## src/logic/cu_chain_defines.vh

```
// constants for the command chain sequencer
`ifndef CU_CHAIN_DEFINES_VH
`define CU_CHAIN_DEFINES_VH
// ==========================================
// register byte offsets
`define CCX_CTRL_OFS     5'h00
`define CCX_PTR_OFS      5'h04
`define CCX_BASE_OFS     5'h08
`define CCX_STAT_OFS     5'h0C
`define CCX_TXCNT_OFS    5'h10
// ==========================================
// control register fields
`define CCX_CTRL_START   0
`define CCX_CTRL_RESUME  1
`define CCX_CTRL_CNA_EN  2
// ==========================================
// command block layout and fields
`define CB_CTL_OFS       32'h0000_0000
`define CB_LINK_OFS      32'h0000_0004
`define CB_PARAM_OFS     32'h0000_0008
`define CB_WORDS         3'h4
`define CB_EL_BIT        31
`define CB_S_BIT         30
`define CB_I_BIT         29
`define CB_OP_HI         18
`define CB_OP_LO         16
`define CB_C_BIT         15
`define CB_OK_BIT        13
// ==========================================
// opcodes
`define OP_NOP           3'h0
`define OP_IA            3'h1
`define OP_CONFIG        3'h2
`define OP_MCAST         3'h3
`define OP_TX            3'h4
`define OP_UCODE         3'h5
`define OP_DUMP          3'h6
`define OP_DIAG          3'h7
// ==========================================
// reset values
`define CFG_RESET        64'h0000_0000_0000_0000
`define CFG_PHY_BIT      0
`define IA_RESET         48'hFFFF_FFFF_FFFF
// ==========================================
// command unit states as reported
`define CU_IDLE          2'h0
`define CU_SUSP          2'h1
`define CU_ACTIVE        2'h2
`endif

```

## src/logic/command_chain_executor.v

```verilog
// command unit: fetches, runs and completes the command chain
`timescale 1ns/10ps
`include "cu_chain_defines.vh"
module command_chain_executor
(
	// clock and reset
	input  wire        core_clk,
	input  wire        rst_n,
	// apb slave
	input  wire        psel,
	input  wire        penable,
	input  wire        pwrite,
	input  wire [4:0]  paddr,
	input  wire [31:0] pwdata,
	output wire        pready,
	output reg  [31:0] prdata,
	output wire        pslverr,
	// host memory master
	output reg         mem_req,
	output reg         mem_we,
	output reg         mem_burst,
	output reg  [3:0]  mem_be,
	output reg  [31:0] mem_addr,
	output reg  [31:0] mem_wdata,
	input  wire        mem_ack,
	input  wire [31:0] mem_rdata,
	// neighbours
	input  wire        rx_busy,
	input  wire        phy_mode_strap,
	output reg         tx_dma_req,
	input  wire        tx_dma_done,
	input  wire        tx_frame_sent,
	output reg         diag_req,
	input  wire        diag_done,
	input  wire        diag_fail,
	output reg         ucode_load,
	output reg         mcast_load,
	output reg  [63:0] param_data,
	output reg  [47:0] station_addr,
	output reg  [63:0] config_data,
	// system control block events
	output reg         completion_interrupt,
	output reg         not_active_interrupt,
	output reg  [1:0]  cu_state
);
	localparam [3:0] S_IDLE = 4'h0, S_SUSP = 4'h1, S_FETCH = 4'h2, S_DECODE = 4'h3,
		S_PREF = 4'h4, S_ACT = 4'h5, S_WAIT = 4'h6, S_DUMP = 4'h7, S_STWR = 4'h8, S_DONE = 4'h9;

	// ==========================================
	// apb registers
	wire        wr_en  = psel & penable & pwrite;
	wire        rd_setup = psel & ~penable & ~pwrite;
	wire        mapped = (paddr == `CCX_CTRL_OFS) || (paddr == `CCX_PTR_OFS) ||
		(paddr == `CCX_BASE_OFS) || (paddr == `CCX_STAT_OFS) || (paddr == `CCX_TXCNT_OFS);
	reg         cna_en_reg;
	reg         start_reg;
	reg         resume_reg;
	reg  [31:0] ptr_reg;
	reg  [31:0] base_reg;
	reg  [31:0] tx_count_reg;
	reg  [15:0] last_status_reg;
	reg  [3:0]  next_fields_reg;
	reg  [2:0]  next_op_reg;
	reg         prefetched_reg;

	assign pready  = 1'b1;
	assign pslverr = psel & penable & ~mapped;

	always @(posedge core_clk or negedge rst_n)
	begin
		if (!rst_n)
		begin
			cna_en_reg <= 1'b0;
			ptr_reg    <= 32'h0000_0000;
			base_reg   <= 32'h0000_0000;
		end
		else if (wr_en)
		begin
			if (paddr == `CCX_CTRL_OFS)
				cna_en_reg <= pwdata[`CCX_CTRL_CNA_EN];
			else if (paddr == `CCX_PTR_OFS)
				ptr_reg <= pwdata;
			else if (paddr == `CCX_BASE_OFS)
				base_reg <= pwdata;
		end
	end

	// read data latched in the setup cycle keeps the access phase zero-wait;
	// the value returned is the one of the setup cycle
	always @(posedge core_clk or negedge rst_n)
	begin
		if (!rst_n)
			prdata <= 32'h0000_0000;
		else if (rd_setup)
		begin
			if (paddr == `CCX_CTRL_OFS)
				prdata <= {29'h0000000, cna_en_reg, 2'h0};
			else if (paddr == `CCX_PTR_OFS)
				prdata <= ptr_reg;
			else if (paddr == `CCX_BASE_OFS)
				prdata <= base_reg;
			else if (paddr == `CCX_STAT_OFS)
				prdata <= {prefetched_reg, next_fields_reg, next_op_reg, 6'h00, cu_state, last_status_reg};
			else if (paddr == `CCX_TXCNT_OFS)
				prdata <= tx_count_reg;
			else
				prdata <= 32'h0000_0000;
		end
		else
			prdata <= 32'h0000_0000;
	end

	// start and resume are held until the unit can act on them
	always @(posedge core_clk or negedge rst_n)
	begin
		if (!rst_n)
		begin
			start_reg  <= 1'b0;
			resume_reg <= 1'b0;
		end
		else
		begin
			if (wr_en && paddr == `CCX_CTRL_OFS && pwdata[`CCX_CTRL_START])
				start_reg <= 1'b1;
			else if (start_reg && cu_state != `CU_ACTIVE && !rx_busy)
				start_reg <= 1'b0;
			if (wr_en && paddr == `CCX_CTRL_OFS && pwdata[`CCX_CTRL_RESUME])
				resume_reg <= 1'b1;
			else if (resume_reg && cu_state == `CU_SUSP && !rx_busy)
				resume_reg <= 1'b0;
		end
	end

	// final wire results only counted here, never in the block
	always @(posedge core_clk or negedge rst_n)
	begin
		if (!rst_n)
			tx_count_reg <= 32'h0000_0000;
		else if (tx_frame_sent)
			tx_count_reg <= tx_count_reg + 32'h0000_0001;
	end

	// ==========================================
	// strap capture after reset release
	reg strap_s1_reg;
	reg strap_s2_reg;
	reg strap_done_reg;
	reg [1:0] strap_wait_reg;
	// capture only once both stages hold the pin, not their reset value
	always @(posedge core_clk or negedge rst_n)
	begin
		if (!rst_n)
		begin
			strap_s1_reg   <= 1'b0;
			strap_s2_reg   <= 1'b0;
			strap_wait_reg <= 2'h0;
		end
		else
		begin
			strap_s1_reg <= phy_mode_strap;
			strap_s2_reg <= strap_s1_reg;
			if (strap_wait_reg != 2'h2)
				strap_wait_reg <= strap_wait_reg + 2'h1;
		end
	end

	// ==========================================
	// command sequencer
	reg  [3:0]  state;
	reg  [2:0]  word_cnt;
	reg  [31:0] cb_addr;
	reg  [31:0] cb_ctl;
	reg  [31:0] cb_link;
	reg  [31:0] cb_p0;
	reg  [31:0] cb_p1;
	reg         ok_reg;
	wire [2:0]  opcode = cb_ctl[`CB_OP_HI:`CB_OP_LO];
	wire        last   = cb_ctl[`CB_EL_BIT];
	wire        susp   = cb_ctl[`CB_S_BIT];
	wire        go_new = start_reg && cu_state != `CU_ACTIVE && !rx_busy;
	wire        go_res = resume_reg && cu_state == `CU_SUSP && !rx_busy;

	function [31:0] dump_word;
		input [2:0] idx;
		begin
			if (idx == 3'h0)
				dump_word = config_data[31:0];
			else if (idx == 3'h1)
				dump_word = config_data[63:32];
			else if (idx == 3'h2)
				dump_word = station_addr[31:0];
			else
				dump_word = {tx_count_reg[15:0], station_addr[47:32]};
		end
	endfunction

	always @(posedge core_clk or negedge rst_n)
	begin
		if (!rst_n)
		begin
			state <= S_IDLE;
			cu_state <= `CU_IDLE;
			word_cnt <= 3'h0;
			cb_addr <= 32'h0000_0000;
			cb_ctl <= 32'h0000_0000;
			cb_link <= 32'h0000_0000;
			cb_p0 <= 32'h0000_0000;
			cb_p1 <= 32'h0000_0000;
			ok_reg <= 1'b0;
			mem_req <= 1'b0;
			mem_we <= 1'b0;
			mem_burst <= 1'b0;
			mem_be <= 4'h0;
			mem_addr <= 32'h0000_0000;
			mem_wdata <= 32'h0000_0000;
			tx_dma_req <= 1'b0;
			diag_req <= 1'b0;
			ucode_load <= 1'b0;
			mcast_load <= 1'b0;
			param_data <= 64'h0000_0000_0000_0000;
			station_addr <= `IA_RESET;
			config_data <= `CFG_RESET;
			strap_done_reg <= 1'b0;
			completion_interrupt <= 1'b0;
			not_active_interrupt <= 1'b0;
			last_status_reg <= 16'h0000;
			next_fields_reg <= 4'h0;
			next_op_reg <= 3'h0;
			prefetched_reg <= 1'b0;
		end
		else
		begin
			ucode_load <= 1'b0;
			mcast_load <= 1'b0;
			completion_interrupt <= 1'b0;
			not_active_interrupt <= 1'b0;
			if (!strap_done_reg && strap_wait_reg == 2'h2)
			begin
				// default parameters except the phy mode strap
				strap_done_reg <= 1'b1;
				config_data[`CFG_PHY_BIT] <= strap_s2_reg;
			end
			case (state)
				S_IDLE, S_SUSP:
				begin
					if (go_new || go_res)
					begin
						cb_addr <= go_new ? base_reg + ptr_reg : cb_addr;
						mem_addr <= go_new ? base_reg + ptr_reg + `CB_CTL_OFS : cb_addr + `CB_CTL_OFS;
						mem_req <= 1'b1;
						mem_we <= 1'b0;
						mem_burst <= 1'b1;
						mem_be <= 4'hF;
						word_cnt <= 3'h0;
						cu_state <= `CU_ACTIVE;
						state <= S_FETCH;
					end
				end
				S_FETCH:
				begin
					if (mem_ack)
					begin
						// one burst of four words
						if (word_cnt == 3'h0)
							cb_ctl <= mem_rdata;
						else if (word_cnt == 3'h1)
							cb_link <= mem_rdata;
						else if (word_cnt == 3'h2)
							cb_p0 <= mem_rdata;
						else
							cb_p1 <= mem_rdata;
						word_cnt <= word_cnt + 3'h1;
						mem_addr <= mem_addr + 32'h0000_0004;
						if (word_cnt == `CB_WORDS - 3'h1)
						begin
							mem_req <= 1'b0;
							mem_burst <= 1'b0;
							state <= S_DECODE;
						end
					end
				end
				S_DECODE:
				begin
					// link is saved before the action starts
					cb_link <= base_reg + cb_link;
					prefetched_reg <= 1'b0;
					if (!last)
					begin
						mem_addr <= base_reg + cb_link + `CB_CTL_OFS;
						mem_req <= 1'b1;
						state <= S_PREF;
					end
					else
						state <= S_ACT;
				end
				S_PREF:
				begin
					if (mem_ack)
					begin
						// keep last, suspend, interrupt bits and opcode
						next_fields_reg <= {mem_rdata[`CB_EL_BIT], mem_rdata[`CB_S_BIT],
							mem_rdata[`CB_I_BIT], 1'b0};
						prefetched_reg <= 1'b1;
						next_op_reg <= mem_rdata[`CB_OP_HI:`CB_OP_LO];
						mem_req <= 1'b0;
						state <= S_ACT;
					end
				end
				S_ACT:
				begin
					ok_reg <= 1'b1;
					param_data <= {cb_p1, cb_p0};
					state <= S_STWR;
					case (opcode)
						`OP_NOP:
							state <= S_STWR;
						`OP_IA:
							station_addr <= {cb_p1[15:0], cb_p0};
						`OP_CONFIG:
							config_data <= {cb_p1, cb_p0};
						`OP_MCAST:
							mcast_load <= 1'b1;
						`OP_TX:
						begin
							tx_dma_req <= 1'b1;
							state <= S_WAIT;
						end
						`OP_UCODE:
							ucode_load <= 1'b1;
						`OP_DUMP:
						begin
							// registers land at base plus the offset in the first parameter word
							mem_addr <= base_reg + cb_p0;
							mem_wdata <= dump_word(3'h0);
							mem_we <= 1'b1;
							mem_req <= 1'b1;
							word_cnt <= 3'h0;
							state <= S_DUMP;
						end
						default:
						begin
							diag_req <= 1'b1;
							state <= S_WAIT;
						end
					endcase
				end
				S_WAIT:
				begin
					if (tx_dma_req && tx_dma_done)
					begin
						// done at end of buffer dma, not on the wire
						tx_dma_req <= 1'b0;
						state <= S_STWR;
					end
					else if (diag_req && diag_done)
					begin
						diag_req <= 1'b0;
						ok_reg <= ~diag_fail;
						state <= S_STWR;
					end
				end
				S_DUMP:
				begin
					if (mem_ack)
					begin
						word_cnt <= word_cnt + 3'h1;
						mem_addr <= mem_addr + 32'h0000_0004;
						mem_wdata <= dump_word(word_cnt + 3'h1);
						if (word_cnt == `CB_WORDS - 3'h1)
						begin
							mem_req <= 1'b0;
							state <= S_STWR;
						end
					end
				end
				S_STWR:
				begin
					if (!mem_req)
					begin
						// status half only, command half left untouched
						mem_addr <= cb_addr + `CB_CTL_OFS;
						mem_wdata <= {16'h0000, 1'b1, 1'b0, ok_reg, 13'h0000};
						mem_be <= 4'h3;
						mem_we <= 1'b1;
						mem_req <= 1'b1;
					end
					else if (mem_ack)
					begin
						mem_req <= 1'b0;
						mem_we <= 1'b0;
						mem_be <= 4'hF;
						state <= S_DONE;
					end
				end
				default:
				begin
					// unit is still active here
					completion_interrupt <= cb_ctl[`CB_I_BIT];
					last_status_reg <= {1'b1, 1'b0, ok_reg, 13'h0000};
					if (last)
					begin
						// last-in-list checked first
						cu_state <= `CU_IDLE;
						not_active_interrupt <= 1'b1;
						state <= S_IDLE;
					end
					else if (susp)
					begin
						cu_state <= `CU_SUSP;
						not_active_interrupt <= cna_en_reg;
						cb_addr <= cb_link;
						state <= S_SUSP;
					end
					else if (rx_busy)
					begin
						// chaining waits while the receive side holds the bus
						state <= S_DONE;
						completion_interrupt <= 1'b0;
					end
					else
					begin
						// next block in chain order
						cb_addr <= cb_link;
						mem_addr <= cb_link + `CB_CTL_OFS;
						mem_req <= 1'b1;
						mem_burst <= 1'b1;
						word_cnt <= 3'h0;
						state <= S_FETCH;
					end
				end
			endcase
		end
	end
endmodule

```

## config.mk

```make
export PLATFORM = sky130hd
export DESIGN_NAME = command_chain_executor
export DESIGN_NICKNAME = d
export VERILOG_FILES = /design/src/logic/command_chain_executor.v
export VERILOG_INCLUDE_DIRS = /design/src /design/src/logic
export SDC_FILE = /design/constraint.sdc
export NUM_CORES = 1
export LEC_CHECK = 0
export ABC_AREA = 1
export BUFFER_PORTS_ARGS = -buffer_cell sky130_fd_sc_hd__clkbuf_2
export CAP_MARGIN = 25
export CORE_MARGIN = 2
export CORE_UTILIZATION = 45
export CTS_CLUSTER_SIZE = 28
export DETAILED_ROUTE_END_ITERATION = 6
export PLACE_DENSITY = 0.73
export SLEW_MARGIN = 30
export SYNTH_ARGS = -nofsm -noshare
export SYNTH_HDL_FRONTEND = slang
export SYNTH_SLANG_ARGS = --single-unit
```

## constraint.sdc

```tcl
create_clock -name core_clk -period 3.3 [get_ports core_clk]
set_clock_uncertainty 0.15 [all_clocks]
set_input_delay 0.99 -clock core_clk [delete_from_list [all_inputs] [get_ports core_clk]]
set_output_delay 0.99 -clock core_clk [all_outputs]
set_load 0.01 [all_outputs]
```

==> flow_metrics.tcl, run 1 <==
set metrics [dict create \
    status "complete, but fails checks" \
    violations "design-rule violations" \
    crit_start "state[0]$_DFFE_PN0P_" \
    cts_inserted_buffers 57 \
    slowest_delay_ns 0.54 \
    post_drt_via_cell_ratio 5.54 \
    r2r-start "state[0]$_DFFE_PN0P_" \
    post-place-ws_ns 0.259 \
    final_cells 5787 \
    reg.largest.list "config_data: 64 flops, param_data: 64 flops, station_addr: 48 flops" \
    finalHoldViolations 0 \
    worst_hold_path_type "primary input to asynchronous set/reset pin" \
    io_pins 370 \
    post_drt_wl_per_cell_um 21.1 \
    maxCapViolations 0 \
    core_area_um2 70000 \
    synth_area_um2 31800 \
    place_area_um2 34900 \
    yosys.area.top_type "dfrtp_1" \
    reg2regPathDepth 12 \
    synth_edf_count 0 \
    path_delay_family "simple AND/OR/NAND/NOR gates" \
    regArea_um2 13600 \
    multiInputGateArea_um2 15100 \
    synth.distinct_cells 53 \
    drv_slew 0 \
    finalSetupTns_ns 0 \
    ys_warn_count 0 \
    syn_to_final_growth_pct 16.0 \
    worstSetupPathType "register to register" \
    hpwl_um 95800 \
    initial_core_util 0.454 \
    crit_path_end_kind "register" \
    route.detailed.drc 15 \
    synth-seq-cells 540 \
    insertion_delay_ns 0.64 \
    synth_top_cell_area_share 0.387 \
    vias 32000 \
    nFillCells 6854 \
    fin_area_um2 36900 \
    clock_sinks 540 \
    drt_iter0_markers 3805 \
    synth_seq_area_share 0.427 \
    grt_max_degree 129 \
    cts.clk_slew.worst_paths_ns 0.07 \
    maxSlewHeadroom 0.409 \
    post-cts-setup-buffer-count 0 \
    fin_crit_sh 0.913 \
    async_reset_ff_frac 1.00 \
    path_buf_inv 2 \
    fin_ws_ns 0.286 \
    hold_buffers 0 \
    h-tree-depth 2 \
    grt_pass1_vias 29400 \
    critPathMaxFanout 32 \
    path_depth 12 \
    track_usage 0.328 \
    arrival_ns 3.39 \
    synth_area_leaders "dfrtp_1 (39%), nand2_1 (15%), o21ai_0 (7.6%)" \
    core.rowCount 97 \
    synth_flop_cell "dfrtp_1" \
    crit_chain "nand2_1 > nor2_1 > nand2_1 > nand2_2 > inv_2 > nand2_1 > nor2_1 > nand2_2 > buf_4 > a21oi_1 > nand2_1 > nand2_1" \
    max_slew.worst_pin.slew_ns 0.887 \
    die_w_um 270 \
    gr-total-overflow 0 \
    setup_viol 0 \
    rsz0062_at_grt "false" \
    irDropWorstVdd_v 0.000468 \
    power_density_nw_per_um2 832 \
    cp.required_ns 3.68 \
    clock_path_buffers 3 \
    root_buffer "clkbuf_16" \
    layout_common_cells "nand2_1 (1271), inv_1 (629), dfrtp_1 (492), o21ai_0 (481), nor2_1 (383)" \
    die_h_um 270 \
    dp.cells 5679 \
    final_net_count 4984 \
    synthCells 4461 \
    synth.net_count 4647 \
    gp_congestion 1.02 \
    cts_tree "done" \
    period_minus_slack_ns 3.01 \
    portBuffers 368 \
    dr.pass1.iters 7 \
    final_layout_size_suffix_gt1_frac 0.131 \
    leakage_nw 19.0 \
    routed_wl_um 122000 \
    critPathMostFrequentCell "nand2_1" \
    timing.fmax_mhz 332 \
    cp_slowest_cell "dfrtp_1" \
    final_common_cell "nand2_1" \
    grt_first_pass_wirelength_um 182000 \
    antenna_found_initial 4 \
    die_area_um2 72800 \
    syn_area_per_cell_um2 7.12 \
    worst_setup_path_start_kind "register" \
    final_antenna_net_count 0 \
]
## cells in the mapped netlist, drive strengths merged, types with 2 or more instances
cell,count
a211oi,24
buf,48
dfrtp,492
o21a,2
o2111ai,4
nand3,219
o21ai,495
and2,9
nand4,29
nor3,62
o211ai,25
and3,3
dfstp,48
nor2,390
a31oi,20
a32oi,4
nand3b,7
a41oi,5
fa,3
nor4,9
clkbuf,117
xor2,37
a22oi,33
a22o,2
a21oi,266
o21bai,21
or2,7
ha,102
o22ai,11
inv,645
o311ai,19
xnor2,14
nand2,1281
## repair_timing
item / in CTS / in global routing
endpoints found under the hold margin: 0 / 0
resized for setup: 0 / 1
setup endpoints to repair: 0 / 1
## path summary, 6_finish.rpt
| check | end | slack (ns) |
|---|---|---|
| max in group asynchronous | mem_addr[2]$_DFFE_PN0P_ | 2.09 |
| min in group core_clk | strap_s2_reg$_DFF_PN0_ | 0.21 |
| min | param_data[51]$_DFFE_PN0P_ | 0.06 |
| max reg2reg | mem_addr[30]$_DFFE_PN0P_ | 0.29 |
| min reg2reg | strap_s2_reg$_DFF_PN0_ | 0.21 |
| max | mem_addr[30]$_DFFE_PN0P_ | 0.29 |
## final cells by class
type                            count  share of cell area
Clock buffer                       78              0.0433
Clock inverter                     29             0.00957
Sequential cell                   540               0.368
Tap cell                          940              0.0319
Multi-Input combinational cell   3110               0.411
Antenna cell                        1           0.0000679
Timing Repair Buffer              443              0.0704
Inverter                          646              0.0658
## logic make-up (layout without fill, tap and decap cells)
group,count (synthesis),in the layout,synth area share
AO/OA/AOI/OAI,936,936,0.162
buffers and inverters,811,1196,0.0976
AND/OR/NAND/NOR,2017,2017,0.257
XOR/XNOR,51,51,0.0141
adder cells (fa/ha/maj),105,105,0.0421
flip-flops,540,540,0.427
other,1,2,0.000118
## power breakdown
group	switching, mW	leakage (nW)	total, mW	internal, mW
Clock	2.88	0.938	6.69	3.82
Sequential	1.95	6.81	10.5	8.54
Combinational	9.14	11.3	13.5	4.34
Total	14.0	19.0	30.7	16.7
## routing by layer
layer,vias to the layer above,GRT usage,wire length [um]
li1,15100,-,-
met1,15200,0.455,52400
met5,-,0,20
met4,4,0.145,6020
met2,1575,0.503,52900
met3,238,0.0595,10900
## per-stage QoR
step | util | total power [mW] | hold slack [ns]
3_5_place_dp | 0.498 | 23.7 | 0.196
4_1_cts | 0.526 | 30.4 | 0.0278
6_report | 0.526 | 30.7 | 0.0571
2_1_floorplan | - | 18.4 | 0.181
5_1_grt | 0.526 | 32.6 | 0.0417
3_3_place_gp | 0.498 | 23.4 | 0.186
Power figures use the tool's default switching activity.
==> run 2, diff against run 1 <==
==> constraint.sdc (replaced) <==
create_clock -name core_clk -period 3.3 [get_ports core_clk]
set_clock_uncertainty 0.15 [all_clocks]
set_input_delay 0.165 -clock core_clk [delete_from_list [all_inputs] [get_ports core_clk]]
set_output_delay 0.165 -clock core_clk [all_outputs]
set_load 0.01 [all_outputs]
==> run 2 against run 1 <==
The flow now finishes without violations. Die area unchanged. Global-route usage grew 1.7 points. Worst setup slack worse by 0.095 ns. Non-clock buffer count increased by 88. Critical path type unchanged. Critical endpoint is now mem_addr[10]$_DFFE_PN0P_. Highest routed layer unchanged.
==> flow_metrics.tcl, run 2 (synthesized netlist as in run 1, its figures left out) <==
set metrics [dict create \
    status "finished, final reports clean" \
    hpwl_um 98000 \
    dr.pass1.iters 6 \
    crit_start "base_reg[9]$_DFFE_PN0P_" \
    fin_crit_sh 0.942 \
    timing.rr.end "mem_addr[10]$_DFFE_PN0P_" \
    post_drt_wl_per_cell_um 21.7 \
    vias 32700 \
    critical_path.endpoint "mem_addr[10]$_DFFE_PN0P_" \
    worstSetupPathType "register to register" \
    antenna_found_initial 3 \
    maxCapViolations 0 \
    die_w_um 270 \
    syn_to_final_growth_pct 19.8 \
    p_sw_frac 0.447 \
    final_antenna_net_count 0 \
    max_slew.worst_pin.slew_ns 0.913 \
    timing.fmax_mhz 322 \
    die_area_um2 72800 \
    insertion_delay_ns 0.65 \
    grt_pass1_vias 30400 \
    gp_congestion 1.01 \
    setup_viol 0 \
    post-place-ws_ns 0.0573 \
    hold_depth 6 \
    track_usage 0.345 \
    p_clk_frac 0.241 \
    intPower_mw 17.7 \
    leakage_nw 19.6 \
    period_minus_slack_ns 3.11 \
    layout_common_cells "nand2_1 (1271), inv_1 (629), dfrtp_1 (491), o21ai_0 (481), nor2_1 (384)" \
    drv_slew 0 \
    maxSlewHeadroom 0.391 \
    h-tree-depth 2 \
    routed_wl_um 128000 \
    clock_sinks 540 \
    arrival_ns 3.53 \
    root_buffer "clkbuf_16" \
    power_density_nw_per_um2 842 \
    grt_first_pass_wirelength_um 192000 \
    crit_path_end_kind "register" \
    final_common_cell "nand2_1" \
    cts_inserted_buffers 61 \
    post-cts-setup-buffer-count 0 \
    pwr-share-comb 0.429 \
    reg.largest.list "config_data: 64 flops, param_data: 64 flops, station_addr: 48 flops" \
    clock_path_buffers 3 \
    worst_hold_path_type "primary input to register" \
    initial_core_util 0.454 \
    portBuffers 368 \
    drt_iter0_markers 4052 \
    critPathMaxFanout 5 \
    die_h_um 270 \
    final_net_count 5076 \
    irDropWorstVdd_v 0.000629 \
    finalSetupTns_ns 0 \
    r2r_setup_slack_ns 0.19 \
    r2r-start "base_reg[9]$_DFFE_PN0P_" \
    gr-total-overflow 0 \
    p_sw_mw 14.3 \
    core_area_um2 70000 \
    core.rowCount 97 \
    cts.clk_slew.worst_paths_ns 0.06 \
    post_drt_via_cell_ratio 5.56 \
    final_layout_size_suffix_gt1_frac 0.129 \
    cts_tree "done" \
    finalHoldViolations 0 \
    seqPwrFrac 0.329 \
    io_pins 370 \
    worst_setup_path_start_kind "register" \
    rsz0062_at_grt "false" \
    reg2regPathDepth 9 \
    route.detailed.drc 0 \
    fin_ws_ns 0.191 \
    grt_max_degree 129 \
    cp.required_ns 3.72 \
]
## run 2: cell types whose count changed in the layout (fill, tap and decap cells not counted), moves of 2 or more
cell / delta
buf_12: -3
bufinv_16: +9
clkbuf_16: +6
clkinv_2: -3
clkinvlp_4: -2
dlygate4sd3_1: +91
## run 2: worst min path at each step
stage                     slack [ns]                         to           start
after global placement          0.06  mem_wdata[24]$_DFFE_PN0P_           rst_n
after detailed placement        0.06  mem_wdata[24]$_DFFE_PN0P_           rst_n
after CTS                      0.001       diag_req$_DFFE_PN0P_       diag_done
after global routing            0.05     strap_s1_reg$_DFF_PN0_  phy_mode_strap
final                           0.03       diag_req$_DFFE_PN0P_       diag_done
after floorplan                -0.28    base_reg[0]$_DFFE_PN0P_           rst_n
## run 2: repair_timing
| item | in CTS | in global routing |
|---|---|---|
| resized for setup | 0 | 3 |
| hold buffers | 92 | 0 |
| endpoints found under the hold margin | 602 | 0 |
| setup endpoints to repair | 0 | 10 |
## run 2: power groups by stage
stage | clock [mW] | sequential (mW) | combinational (mW)
2_1_floorplan | 0 | 10.2 | 8.24
3_3_place_gp | 0 | 10.5 | 13.2
3_5_place_dp | 0 | 10.5 | 13.3
4_1_cts | 7.80 | 10.5 | 13.5
5_1_grt | 8.09 | 10.7 | 15.2
6_report | 7.74 | 10.6 | 13.8
## run 2: through the flow
| step | util | power, mW | hold slack [ns] | instances | cell area [um^2] |
|---|---|---|---|---|---|
| final | 0.544 | 32.1 | 0.0301 | 5881 | 38100 |
| after global routing | 0.544 | 33.9 | 0.0477 | 5880 | 38100 |
| after CTS | 0.543 | 31.8 | 0.00126 | 5880 | 38100 |
| after detailed placement | 0.497 | 23.9 | 0.0604 | 5675 | 34800 |
| after global placement | 0.497 | 23.7 | 0.0613 | 5675 | 34800 |
| after floorplan | - | 18.4 | -0.281 | 4461 | 31800 |
## run 2: layer usage
metal,global-route usage,up-vias,share of wire
met5,0,-,0.000094
met4,0.150,2,0.049
met3,0.0703,288,0.098
met2,0.528,1816,0.43
met1,0.475,15300,0.42
li1,-,15300,-
## run 2: layout make-up
type / instances / area [um^2]
Clock inverter: 30 / 553
Tap cell: 940 / 1180
Inverter: 646 / 2420
Sequential cell: 540 / 13600
Antenna cell: 1 / 2.50
Fill cell: 6704 / 32000
Multi-Input combinational cell: 3110 / 15100
Timing Repair Buffer: 531 / 3460
Clock buffer: 83 / 1730
## run 2: critical path, cell delays in order, from the launching register on
cell and delay [ns]:
dfrtp_1 0.64, ha_1 0.39, a21oi_1 0.30, o21ai_0 0.22, nand3b_1 0.34, xor2_1 0.51
o21ai_0 0.21, nand3_1 0.15, o21ai_1 0.07, inv_1 0.05
